===== src/rtl/tcc_pkg.sv =====
// Shared constants for the timer channel compare/capture block.
// Assumes an APB slave with byte addresses and 32-bit data.
package tcc_pkg;

   // Structure
   localparam int unsigned CH_COUNT = 2;            // Timer channels
   localparam int unsigned ADDR_W   = 8;            // APB address width
   localparam int unsigned CNT_W    = 16;           // Counter width
   localparam int unsigned CFG_W    = 6;            // Channel config width
   localparam int unsigned STAT_W   = CH_COUNT + 1; // Status and mask width

   // Register byte addresses
   localparam logic [ADDR_W-1:0] OFF_CTRL    = 8'h00;
   localparam logic [ADDR_W-1:0] OFF_MODULO  = 8'h04;
   localparam logic [ADDR_W-1:0] OFF_COUNT   = 8'h08;
   localparam logic [ADDR_W-1:0] OFF_STATUS  = 8'h0c;
   localparam logic [ADDR_W-1:0] OFF_MASK    = 8'h10;
   localparam logic [ADDR_W-1:0] OFF_CH_CFG  [CH_COUNT] = '{8'h14, 8'h18};
   localparam logic [ADDR_W-1:0] OFF_CH_HIGH [CH_COUNT] = '{8'h20, 8'h28};
   localparam logic [ADDR_W-1:0] OFF_CH_LOW  [CH_COUNT] = '{8'h24, 8'h2c};

   // Field positions
   localparam int unsigned CTRL_RUN  = 0;  // Counter runs
   localparam int unsigned CTRL_CLR  = 1;  // Counter clear, write only
   localparam int unsigned CFG_MSA   = 0;  // mode_select_unbuffered
   localparam int unsigned CFG_MSB   = 1;  // mode_select_buffered
   localparam int unsigned CFG_ELS   = 2;  // Edge/level select, two bits
   localparam int unsigned CFG_TOV   = 4;  // toggle_on_overflow
   localparam int unsigned CFG_FFD   = 5;  // force_full_duty
   localparam int unsigned STAT_OVF  = 0;  // overflow_flag; channel flags above

   // Reset values
   localparam logic [CNT_W-1:0]  MODULO_RST = 16'hffff;
   localparam logic [CFG_W-1:0]  CFG_RST    = 6'h00;
   localparam logic [STAT_W-1:0] MASK_RST   = 3'h0;

   // Edge/level select codes
   typedef enum logic [1:0]
   {
      ELS_OFF    = 2'b00,
      ELS_TOGGLE = 2'b01,
      ELS_CLEAR  = 2'b10,
      ELS_SET    = 2'b11
   } els_e;

   // Bus slave states
   typedef enum logic [1:0]
   {
      ST_IDLE = 2'b01,
      ST_DONE = 2'b10
   } apb_state_e;

endpackage


===== src/rtl/timer_channel_unit.sv =====
// One timer channel: value register, capture, compare and pin output.
// Assumes a synchronised pin level and event pulses already gated by ce.
`timescale 1ns/100ps
module timer_channel_unit
   import tcc_pkg::*;
(
   // Clock, reset, enable
   input  wire logic             pclk,
   input  wire logic             presetn,
   input  wire logic             ce,
   // Shared counter
   input  wire logic [CNT_W-1:0] counter,
   input  wire logic             run,
   input  wire logic             ovf,
   // Configuration
   input  wire logic [CFG_W-1:0] cfg,
   // Register strobes
   input  wire logic             wr_high,
   input  wire logic             wr_low,
   input  wire logic             rd_high,
   input  wire logic             rd_low,
   input  wire logic [7:0]       wdata,
   // Pin and state
   input  wire logic             pin_sync,
   output logic      [CNT_W-1:0] value,
   output logic                  pin_level,
   output logic                  pin_oe_n,
   output logic                  event_hit,
   output logic                  match_evt
);

   els_e             els;              // Edge/level select
   logic             capture_mode;     // Input capture selected
   logic             pwm_mode;         // Output compare drives the pin
   logic             tov;              // Toggle on overflow
   logic             polarity;         // Full-duty level
   logic             rise;             // Rising edge seen
   logic             fall;             // Falling edge seen
   logic             capture_evt;      // Capture this cycle
   logic [CNT_W-1:0] next_value;
   logic             cap_lock;         // High byte read, low pending
   logic             next_cap_lock;
   logic             cmp_inhibit;      // High byte written, low pending
   logic             next_cmp_inhibit;
   logic             max_active;       // Full duty in force this period
   logic             next_max_active;
   logic             pin_prev;         // Previous synced level
   logic             next_pin_prev;
   logic             next_pin_level;
   logic             next_pin_oe_n;

   // Mode decode and events
   always_comb
   begin
      els          = els_e'(cfg[CFG_ELS +: 2]);
      tov          = cfg[CFG_TOV];
      capture_mode = !cfg[CFG_MSB] && !cfg[CFG_MSA];
      pwm_mode     = !capture_mode && (els != ELS_OFF);
      polarity     = (els != ELS_SET);
      rise         = pin_sync && !pin_prev;
      fall         = !pin_sync && pin_prev;
      // Capture blocked while the high byte waits for its low byte
      capture_evt  = ce && capture_mode && !cap_lock
                     && ((rise && els[0]) || (fall && els[1]));
      // Compare blocked between high and low byte writes
      match_evt    = ce && run && !capture_mode && !cmp_inhibit
                     && (counter == value);
      event_hit    = capture_evt || match_evt;
   end

   // Value register next state
   always_comb
   begin
      next_value = value;
      if (capture_evt)
      begin
         next_value = counter;
      end
      if (wr_high)
      begin
         next_value[15:8] = wdata;
      end
      if (wr_low)
      begin
         next_value[7:0] = wdata;
      end
   end

   // Value register has no reset
   always_ff @(posedge pclk)
   begin
      if (ce)
      begin
         value <= next_value;
      end
   end

   // Interlocks, full-duty latch and pin next state
   always_comb
   begin
      next_cap_lock    = cap_lock;
      next_cmp_inhibit = cmp_inhibit;
      // Lock follows byte order of reads
      if (rd_high && capture_mode)
      begin
         next_cap_lock = 1'b1;
      end
      if (rd_low)
      begin
         next_cap_lock = 1'b0;
      end
      // Inhibit follows byte order of writes
      if (wr_high && !capture_mode)
      begin
         next_cmp_inhibit = 1'b1;
      end
      if (wr_low)
      begin
         next_cmp_inhibit = 1'b0;
      end
      // In PWM mode full duty changes only at a period boundary
      if (!pwm_mode)
      begin
         next_max_active = 1'b0;
      end
      else if (ovf)
      begin
         next_max_active = cfg[CFG_FFD] && tov;
      end
      else
      begin
         next_max_active = max_active;
      end
      next_pin_prev = pin_sync;
      next_pin_oe_n = !pwm_mode;
      // Pin level, overflow ahead of compare
      if (els == ELS_OFF)
      begin
         next_pin_level = !cfg[CFG_MSA];
      end
      else if (capture_mode)
      begin
         next_pin_level = pin_level;
      end
      else if (max_active)
      begin
         next_pin_level = polarity;
      end
      else if (ovf && tov)
      begin
         next_pin_level = !pin_level;
      end
      else if (match_evt)
      begin
         case (els)
            ELS_TOGGLE: next_pin_level = !pin_level;
            ELS_CLEAR:  next_pin_level = 1'b0;
            ELS_SET:    next_pin_level = 1'b1;
            default:    next_pin_level = pin_level;
         endcase
      end
      else
      begin
         next_pin_level = pin_level;
      end
   end

   // Control state registers
   always_ff @(posedge pclk or negedge presetn)
   begin
      if (!presetn)
      begin
         cap_lock    <= 1'b0;
         cmp_inhibit <= 1'b0;
         max_active  <= 1'b0;
         pin_prev    <= 1'b0;
         pin_level   <= 1'b1;
         pin_oe_n    <= 1'b1;
      end
      else if (ce)
      begin
         cap_lock    <= next_cap_lock;
         cmp_inhibit <= next_cmp_inhibit;
         max_active  <= next_max_active;
         pin_prev    <= next_pin_prev;
         pin_level   <= next_pin_level;
         pin_oe_n    <= next_pin_oe_n;
      end
   end
endmodule


===== src/rtl/timer_channel_compare_capture.sv =====
// Timer channels with shared counter, APB register file and interrupt.
// Assumes APB master on pclk; channel pins arrive asynchronously.
//
// The implementer's own choices: the APB slave port and the placing of the registers.
`timescale 1ns/100ps
module timer_channel_compare_capture
   import tcc_pkg::*;
(
   // Clock, reset, enable
   input  wire logic              pclk,
   input  wire logic              presetn,
   input  wire logic              ce,
   // APB slave
   input  wire logic              psel,
   input  wire logic              penable,
   input  wire logic              pwrite,
   input  wire logic [ADDR_W-1:0] paddr,
   input  wire logic [31:0]       pwdata,
   output logic      [31:0]       prdata,
   output logic                   pready,
   output logic                   pslverr,
   // Channel pins
   input  wire logic [CH_COUNT-1:0] channel_pin_in,
   output logic      [CH_COUNT-1:0] channel_pin_out,
   output logic      [CH_COUNT-1:0] channel_pin_oe_n,
   // Interrupt
   output logic                   irq
);

   apb_state_e        state;            // Bus slave state
   apb_state_e        next_state;
   logic              acc;              // Completing access edge
   logic              wr_en;            // Write takes effect
   logic              rd_en;            // Read takes effect
   logic              hit;              // Address is mapped
   logic [31:0]       rd_data;          // Read mux
   logic [31:0]       next_prdata;
   logic              next_pready;
   logic              next_pslverr;
   logic              run;              // Counter running
   logic              next_run;
   logic [CNT_W-1:0]  count;            // Shared counter
   logic [CNT_W-1:0]  next_count;
   logic [CNT_W-1:0]  modulo;           // Counter modulo
   logic [CNT_W-1:0]  next_modulo;
   logic              ovf_evt;          // Overflow pulse
   logic [CFG_W-1:0]  cfg      [CH_COUNT];
   logic [CFG_W-1:0]  next_cfg [CH_COUNT];
   logic [STAT_W-1:0] status;           // Sticky event flags
   logic [STAT_W-1:0] next_status;
   logic [STAT_W-1:0] mask;             // Interrupt mask
   logic [STAT_W-1:0] next_mask;
   logic              next_irq;
   logic [CNT_W-1:0]  ch_value [CH_COUNT];
   logic [CH_COUNT-1:0] ch_event;      // Capture or compare per channel
   logic [CH_COUNT-1:0] ch_match;      // Compare match per channel
   logic [CH_COUNT-1:0] pin_meta;      // First synchroniser stage
   logic [CH_COUNT-1:0] pin_sync;      // Second synchroniser stage

   // Bus strobes
   always_comb
   begin
      acc   = psel && penable && pready;
      wr_en = acc && pwrite;
      rd_en = acc && !pwrite;
   end

   // Read mux and address decode
   always_comb
   begin
      rd_data = 32'h0000_0000;
      hit     = 1'b1;
      case (paddr)
         OFF_CTRL:   rd_data[CTRL_RUN] = run;
         OFF_MODULO: rd_data[CNT_W-1:0] = modulo;
         OFF_COUNT:  rd_data[CNT_W-1:0] = count;
         OFF_STATUS: rd_data[STAT_W-1:0] = status;
         OFF_MASK:   rd_data[STAT_W-1:0] = mask;
         default:    hit = 1'b0;
      endcase
      for (int i = 0; i < CH_COUNT; i++)
      begin
         if (paddr == OFF_CH_CFG[i])
         begin
            hit = 1'b1;
            rd_data[CFG_W-1:0] = cfg[i];
         end
         if (paddr == OFF_CH_HIGH[i])
         begin
            hit = 1'b1;
            rd_data[7:0] = ch_value[i][15:8];
         end
         if (paddr == OFF_CH_LOW[i])
         begin
            hit = 1'b1;
            rd_data[7:0] = ch_value[i][7:0];
         end
      end
   end

   // Bus slave next state: one wait state, then answer
   always_comb
   begin
      next_state   = state;
      next_pready  = 1'b0;
      next_prdata  = prdata;
      next_pslverr = 1'b0;
      case (state)
         ST_IDLE:
         begin
            if (psel && penable)
            begin
               next_state   = ST_DONE;
               next_pready  = 1'b1;
               next_pslverr = !hit;
               next_prdata  = pwrite ? 32'h0000_0000 : rd_data;
            end
         end
         ST_DONE:    next_state = ST_IDLE;
         default:    next_state = ST_IDLE;
      endcase
   end

   // Counter, modulo, config, status and mask next state
   always_comb
   begin
      next_run    = run;
      next_modulo = modulo;
      next_mask   = mask;
      for (int i = 0; i < CH_COUNT; i++)
      begin
         next_cfg[i] = cfg[i];
         if (wr_en && paddr == OFF_CH_CFG[i])
         begin
            next_cfg[i] = pwdata[CFG_W-1:0];
         end
      end
      // Overflow when counter reaches modulo
      ovf_evt    = ce && run && (count == modulo);
      next_count = count;
      if (ovf_evt)
      begin
         next_count = 16'h0000;
      end
      else if (run)
      begin
         next_count = count + 16'h0001;
      end
      if (wr_en && paddr == OFF_CTRL)
      begin
         next_run = pwdata[CTRL_RUN];
         if (pwdata[CTRL_CLR])
         begin
            next_count = 16'h0000;
         end
      end
      if (wr_en && paddr == OFF_MODULO)
      begin
         next_modulo = pwdata[CNT_W-1:0];
      end
      if (wr_en && paddr == OFF_MASK)
      begin
         next_mask = pwdata[STAT_W-1:0];
      end
      // Read clears only the bits it returned; new events win
      next_status = status;
      if (rd_en && paddr == OFF_STATUS)
      begin
         next_status = status & ~prdata[STAT_W-1:0];
      end
      next_status = next_status | {ch_event, ovf_evt};
      next_irq    = |(next_status & next_mask);
   end

   // Control registers
   always_ff @(posedge pclk or negedge presetn)
   begin
      if (!presetn)
      begin
         state   <= ST_IDLE;
         pready  <= 1'b0;
         pslverr <= 1'b0;
         prdata  <= 32'h0000_0000;
         run     <= 1'b0;
         count   <= 16'h0000;
         modulo  <= MODULO_RST;
         status  <= 3'h0;
         mask    <= MASK_RST;
         irq     <= 1'b0;
         for (int i = 0; i < CH_COUNT; i++)
         begin
            cfg[i] <= CFG_RST;
         end
      end
      else if (ce)
      begin
         state   <= next_state;
         pready  <= next_pready;
         pslverr <= next_pslverr;
         prdata  <= next_prdata;
         run     <= next_run;
         count   <= next_count;
         modulo  <= next_modulo;
         status  <= next_status;
         mask    <= next_mask;
         irq     <= next_irq;
         cfg     <= next_cfg;
      end
   end

   // Per-channel synchroniser and channel unit
   for (genvar g = 0; g < CH_COUNT; g++)
   begin : g_ch
      // Two-stage pin synchroniser
      always_ff @(posedge pclk or negedge presetn)
      begin
         if (!presetn)
         begin
            pin_meta[g] <= 1'b0;
            pin_sync[g] <= 1'b0;
         end
         else if (ce)
         begin
            pin_meta[g] <= channel_pin_in[g];
            pin_sync[g] <= pin_meta[g];
         end
      end

      timer_channel_unit u_unit
      (
         .pclk      (pclk),
         .presetn   (presetn),
         .ce        (ce),
         .counter   (count),
         .run       (run),
         .ovf       (ovf_evt),
         .cfg       (cfg[g]),
         .wr_high   (wr_en && paddr == OFF_CH_HIGH[g]),
         .wr_low    (wr_en && paddr == OFF_CH_LOW[g]),
         .rd_high   (rd_en && paddr == OFF_CH_HIGH[g]),
         .rd_low    (rd_en && paddr == OFF_CH_LOW[g]),
         .wdata     (pwdata[7:0]),
         .pin_sync  (pin_sync[g]),
         .value     (ch_value[g]),
         .pin_level (channel_pin_out[g]),
         .pin_oe_n  (channel_pin_oe_n[g]),
         .event_hit (ch_event[g]),
         .match_evt (ch_match[g])
      );
   end
endmodule


===== config.mk =====
export PLATFORM = sky130hd
export DESIGN_NAME = timer_channel_compare_capture
export DESIGN_NICKNAME = d
export VERILOG_FILES = /design/src/rtl/tcc_pkg.sv /design/src/rtl/timer_channel_unit.sv /design/src/rtl/timer_channel_compare_capture.sv
export SDC_FILE = /design/constraint.sdc
export NUM_CORES = 1
export LEC_CHECK = 0
export ABC_AREA = 1
export BUFFER_PORTS_ARGS = -buffer_cell sky130_fd_sc_hd__buf_2
export CORE_MARGIN = 8
export CORE_UTILIZATION = 50
export CTS_BUF_LIST = sky130_fd_sc_hd__clkbuf_4
export CTS_CLUSTER_DIAMETER = 30
export DETAILED_ROUTE_END_ITERATION = 8
export GPL_TIMING_DRIVEN = 0
export PLACE_DENSITY = 0.7
export SKIP_LAST_GASP = 1
export SYNTH_ARGS = -nofsm -noshare
export SYNTH_HDL_FRONTEND = slang
export SYNTH_HIERARCHICAL = 1
export SYNTH_SLANG_ARGS = --single-unit

===== constraint.sdc =====
create_clock -name pclk -period 2.7 [get_ports pclk]
set_input_delay 0.135 -clock pclk [delete_from_list [all_inputs] [get_ports pclk]]
set_output_delay 0.135 -clock pclk [all_outputs]
set_load 0.005 [all_outputs]

==> impl_metrics.py, run 1 <==
metrics = {
    "outcome": {
        "status": "finished, violations left",
        "violations": "negative hold slack",
    },
    "floorplanning": {
        "num_rows": 45,
        "core_sq_mm": 0.0151,
        "initial_core_util_pct": 51.0,
        "fp.dieH_um": 140,
        "io_pins": 87,
        "die_w_um": 140,
        "fp.dieArea_sq_mm": 0.0197,
    },
    "pwr": {
        "vdd_drop_max_v": 0.000374,
        "power_density_mw_per_mm2": 426,
        "power_leakage_uw": 0.00437,
        "power_uw": 3750,
    },
    "cells_and_area": {
        "nets": 1202,
        "n_fill_cell": 1420,
        "drive_gt1_share_pct": 21.4,
        "multiInputGateArea_sq_mm": 0.00375,
        "seqCellArea_sq_mm": 0.00319,
        "syn_to_final_growth_pct": 14.1,
        "fin_util_pct": 58.2,
        "final_cell_mix": "317 x nand2_1, 130 x inv_1, 77 x nor2_1",
        "layout_commonest_cell": "nand2_1",
        "layout.cells.non_filler": 1353,
    },
    "setup_path": {
        "crit_path_frequent_cell": "nand2_1",
        "critPathArrivalTime_ns": 3.03,
        "cp.required_ns": 3.20,
        "crit_fanout": 11,
        "r2r_setup_slack_ns": 0.18,
        "setup.worst_path.class": "reg -> reg",
        "start_kind": "flop",
        "cpMaxStageDelayCell": "dfrtp_1",
        "crit_path_end_kind": "flop",
        "max_stage_delay_ns": 0.64,
        "r2r-start": "count[1]$_DFFE_PN0P_",
        "cp_cell_sequence": "nor2_1, nor4_2, nand3_1, nor4_4, buf_4, nand2_1, inv_1, o21ai_0, nand3_1, nand2_1, nand2_1, o21ai_0, nand4_1, nand2_1",
        "rr_endpoint": "g_ch[0].u_unit/pin_level$_DFFE_PN1P_",
        "r2r_cells": 14,
    },
    "drt": {
        "met1_length_um": 10100,
        "num_vias": 7118,
        "drt_wl_total_um": 22900,
        "first_pass_iters": 7,
        "drt-initial-drc-count": 834,
        "wl_per_cell_um": 16.9,
        "drc": 0,
        "avgViaCountPerCell": 5.26,
        "routed-wl-met2_um": 10300,
        "wl_met3_um": 1800,
        "antenna_left": 0,
        "top_layer": "met4",
    },
    "clocking": {
        "cts_made_buffers": 17,
        "cts_max_path_buffers": 2,
        "path_clk_slew_ns": 0.14,
        "cts_tree": "built",
        "clkLatencyLatePin_ns": 0.58,
        "cts-root-buf": "clkbuf_4",
        "h-tree-depth": 4,
        "clock_sinks": 120,
    },
    "min_path": {
        "hold_class": "in -> async",
    },
    "global_routing": {
        "grt_pass1_wl_um": 36300,
        "grt-ovfl-total": 0,
        "grt_util_all_layers_pct": 23.6,
        "grt_max_degree": 64,
        "grt_pass1_vias": 6685,
        "antenna_found_initial": 1,
    },
    "sta": {
        "postLayoutSetupSlackWorst_ns": 0.176,
        "holdWs_ns": -0.00926,
        "slew_violations": 0,
        "fin_crit_sh_pct": 93.5,
        "fin_skew_ns": 0.0326,
        "max_freq_mhz": 396,
        "final_hold_viol_count": 3,
        "setup_viol_count_final": 0,
        "worst_slew_pin_slew_ns": 0.634,
        "min_period_ns": 2.52,
        "slew-limit-headroom_pct": 57.6,
    },
    "synth": {
        "synthesis.area_sq_mm": 0.00773,
        "syn_inst": 1041,
        "syn_area_per_cell_sq_um": 7.42,
        "ys.warnings.count": 6,
    },
    "placement": {
        "hpwl_um": 17000,
        "post-place-ws_ns": -0.429,
        "portBuffers": 54,
        "dp_cells": 1299,
        "gp_congestion": 0.931,
    },
    "run": {
        "cap_violations": 0,
    },
}
-- critical path: cells and delay by family, from the launching register on --
| kind | cells | cell delay, ns |
|---|---|---|
| flip-flops | 1 | 0.64 |
| AND/OR/NAND/NOR | 10 | 1.35 |
| AO/OA/AOI/OAI | 2 | 0.17 |
| buffers and inverters | 2 | 0.28 |
-- what timing repair did --
item / CTS / global route
pin swaps: 0 / 2
hold buffers: 19 / 1
buffers inserted: 0 / 1
endpoints found under the setup margin: 4 / 2
resized for setup: 2 / 3
endpoints found under the hold margin: 116 / 1
-- where the power goes --
group / leakage, uW / internal (uW) / total [uW] / switching, uW
clock: 0.000140 / 546 / 1310 / 766
sequential: 0.00142 / 1920 / 1990 / 72.5
combinational: 0.00280 / 165 / 451 / 286
-- metrics by stage --
step	TNS [ns]	cell area (sq um)	hold slack (ns)
floorplan	0	7780	-0.161
CTS	0	8790	0.00298
finish	0	8820	-0.00926
global placement	-0.914	8290	0.339
detailed placement	-1.19	8320	0.0803
global route	-0.0415	8820	0.00900
-- worst max path at each step --
| stage | startpoint | endpoint |
|---|---|---|
| 2_1_floorplan | modulo[13]$_DFFE_PN1P_ | g_ch[1].u_unit/pin_level$_DFFE_PN1P_ |
| 3_3_place_gp | count[5]$_DFFE_PN0P_ | g_ch[1].u_unit/pin_level$_DFFE_PN1P_ |
| 3_5_place_dp | count[5]$_DFFE_PN0P_ | g_ch[1].u_unit/pin_level$_DFFE_PN1P_ |
| 4_1_cts | count[5]$_DFFE_PN0P_ | g_ch[1].u_unit/pin_level$_DFFE_PN1P_ |
| 5_1_grt | count[1]$_DFFE_PN0P_ | g_ch[0].u_unit/pin_level$_DFFE_PN1P_ |
| 6_report | count[1]$_DFFE_PN0P_ | g_ch[0].u_unit/pin_level$_DFFE_PN1P_ |
-- state kept, by name, summed over array words and instances, names as in the netlist, 3 cells and up --
name               cells
modulo                16
count                 16
status                 3
prdata                16
mask                   3
cfg                   12
g_ch.u_unit/value     32
-- routing by layer --
metal | vias to the layer above | GRT usage, %
met4 | 0 | 9.71
met2 | 262 | 36.3
met3 | 46 | 5.95
met1 | 3287 | 31.2
met5 | - | 0
li1 | 3523 | -
-- layout make-up --
class	instances	share of cell area (%)
buffer	41	3.15
multi-input combinational	739	42.5
clock buffer	18	1.53
antenna	1	0.0284
tap	188	2.67
inverter	156	6.67
clock inverter	14	1.49
timing repair buffer	76	5.76
sequential	120	36.2
Power figures use the tool's default switching activity.
==> run 2, diff against run 1 <==
--- a/config.mk
+++ b/config.mk
@@ -8,12 +8,13 @@
 export ABC_AREA = 1
 export BUFFER_PORTS_ARGS = -buffer_cell sky130_fd_sc_hd__buf_2
 export CORE_MARGIN = 8
-export CORE_UTILIZATION = 50
+export CORE_UTILIZATION = 45
 export CTS_BUF_LIST = sky130_fd_sc_hd__clkbuf_4
 export CTS_CLUSTER_DIAMETER = 30
 export DETAILED_ROUTE_END_ITERATION = 8
 export GPL_TIMING_DRIVEN = 0
-export PLACE_DENSITY = 0.7
+export MAX_ROUTING_LAYER = met4
+export RECOVER_POWER = 50
 export SKIP_LAST_GASP = 1
 export SYNTH_ARGS = -nofsm -noshare
 export SYNTH_HDL_FRONTEND = slang
==> impl_metrics.py, run 2 (synthesized netlist as in run 1, its figures left out) <==
metrics = {
    "min_path": {
        "min-delay-start": "pwdata[1]",
        "worstHoldEndpoint": "g_ch[1].u_unit/value[1]$_DFFE_PP_",
        "hold_class": "in -> reg",
        "holdPathStages": 3,
    },
    "clocking": {
        "clock_sinks": 120,
        "cts-root-buf": "clkbuf_4",
        "clkLatencyLatePin_ns": 0.58,
        "path_clk_slew_ns": 0.12,
        "cts_tree": "built",
        "h-tree-depth": 4,
        "cts_max_path_buffers": 2,
        "cts_made_buffers": 17,
    },
    "sta": {
        "slew_violations": 38,
        "slew-limit-headroom_pct": -47.6,
        "final_hold_viol_count": 0,
        "tns_ns": 0,
        "grt_setup_unrepaired": "false",
        "fin_skew_ns": 0.0227,
        "fin_crit_sh_pct": 94.0,
        "max_freq_mhz": 394,
        "worst_slew_pin_slew_ns": 2.21,
        "min_period_ns": 2.54,
        "setup_viol_count_final": 0,
    },
    "floorplanning": {
        "initial_core_util_pct": 45.3,
        "die_w_um": 147,
        "fp.dieH_um": 147,
        "num_rows": 48,
        "io_pins": 87,
        "core_sq_mm": 0.0171,
        "fp.dieArea_sq_mm": 0.0216,
    },
    "global_routing": {
        "grt_pass1_vias": 6527,
        "grt_util_all_layers_pct": 22.8,
        "grt_max_degree": 52,
        "grt_pass1_wl_um": 37000,
        "grt-ovfl-total": 0,
        "antenna_found_initial": 1,
    },
    "drt": {
        "drt_wl_total_um": 23700,
        "avgViaCountPerCell": 5.10,
        "drc": 0,
        "first_pass_iters": 8,
        "wl_per_cell_um": 17.1,
        "num_vias": 7077,
        "antenna_left": 0,
        "drt-initial-drc-count": 714,
    },
    "setup_path": {
        "crit_fanout": 8,
        "r2r_setup_slack_ns": 0.16,
        "setup.worst_path.class": "reg -> reg",
        "rr_endpoint": "g_ch[1].u_unit/value[8]$_DFFE_PP_",
        "cp.required_ns": 2.92,
        "crit_start": "pready$_DFFE_PN0P_",
        "critPathArrivalTime_ns": 2.76,
        "r2r_cells": 6,
        "r2r-start": "pready$_DFFE_PN0P_",
        "start_kind": "flop",
        "crit_path_end_kind": "flop",
    },
    "cells_and_area": {
        "largest_reg_flops": 32,
        "seqCellArea_sq_mm": 0.00319,
        "layout.cells.non_filler": 1389,
        "final_cell_mix": "317 x nand2_1, 131 x inv_1, 78 x nor2_1",
        "drive_gt1_share_pct": 18.9,
        "largest_register": "g_ch.u_unit/value",
        "fin_util_pct": 51.6,
        "nets": 1201,
        "fin_area_sq_mm": 0.00880,
        "layout_commonest_cell": "nand2_1",
        "syn_to_final_growth_pct": 14.0,
        "n_fill_cell": 1716,
        "multiInputGateArea_sq_mm": 0.00372,
    },
    "pwr": {
        "power_density_mw_per_mm2": 431,
        "power_leakage_uw": 0.00429,
        "power_uw": 3800,
        "vdd_drop_max_v": 0.000219,
    },
    "placement": {
        "hpwl_um": 17900,
        "gp_congestion": 0.933,
        "dpl_cell_area_sq_mm": 0.00836,
        "dp_cells": 1336,
        "portBuffers": 54,
    },
    "outcome": {
        "status": "finished, violations left",
        "violations": "max-capacitance violations, max-slew violations",
    },
    "run": {
        "cap_violations": 1,
    },
}
[run 2: cell types whose count changed in the layout (fill, tap and decap cells not counted), moves of 3 or more]
cell / change
clkbuf_1: +20
buf_2: -18
clkinvlp_4: -3
inv_4: -3
[run 2: worst max path at each step]
stage / endpoint / slack [ns] / cells after the start
2_1_floorplan: g_ch[1].u_unit/pin_level$_DFFE_PN1P_ / 0.65 / 13
3_3_place_gp: g_ch[1].u_unit/pin_level$_DFFE_PN1P_ / -0.45 / 11
3_5_place_dp: g_ch[1].u_unit/pin_level$_DFFE_PN1P_ / -0.45 / 13
4_1_cts: g_ch[1].u_unit/pin_level$_DFFE_PN1P_ / 0.17 / 13
5_1_grt: g_ch[1].u_unit/pin_level$_DFFE_PN1P_ / 0.03 / 14
6_report: g_ch[1].u_unit/value[8]$_DFFE_PP_ / 0.16 / 6
[run 2: metrics by stage]
| stage | hold WS (ns) | setup WS (ns) |
|---|---|---|
| after floorplan | -0.161 | 0.647 |
| after global placement | 0.344 | -0.445 |
| after detailed placement | 0.154 | -0.449 |
| after CTS | 0.0433 | 0.171 |
| after global routing | 0.0649 | 0.0289 |
| final | 0.0756 | 0.162 |
[run 2: worst max-delay path: stages (launching register included)]
cell and delay, ns:
dfrtp_1 0.42, inv_2 0.07, nor3_4 0.31, inv_1 0.19, nor2_1 0.62, nand2_1 0.15
nand2_1 0.42
[run 2: where the power goes]
| part | total [uW] | switching (uW) | internal [uW] |
|---|---|---|---|
| Clock | 1360 | 715 | 642 |
| Sequential | 1990 | 74.5 | 1920 |
| Combinational | 449 | 288 | 161 |
[run 2: layout make-up]
cell class / instances / area share [%]
sequential: 120 / 36.2
multi-input combinational: 739 / 42.3
buffer: 41 / 3.01
antenna: 1 / 0.0284
tap: 225 / 3.20
inverter: 156 / 6.68
timing repair buffer: 75 / 5.41
clock inverter: 13 / 1.56
clock buffer: 19 / 1.62
[run 2: per-layer routing]
layer	vias up	global-route usage, %	wire length [um]
li1	3517	-	-
met1	3296	30.4	10900
met2	235	34.3	11000
met3	29	4.95	1490
met4	0	6.17	390
met5	-	-	0
[run 2: what timing repair did]
item | 4_1_cts | 5_1_grt
endpoints found under the setup margin | 4 | 1
cloned | 0 | 0
pin swaps | 0 | 1
buffers inserted | 0 | 1
gates resized for setup | 2 | 0
endpoints found under the hold margin | 118 | 0
hold buffers | 19 | 0
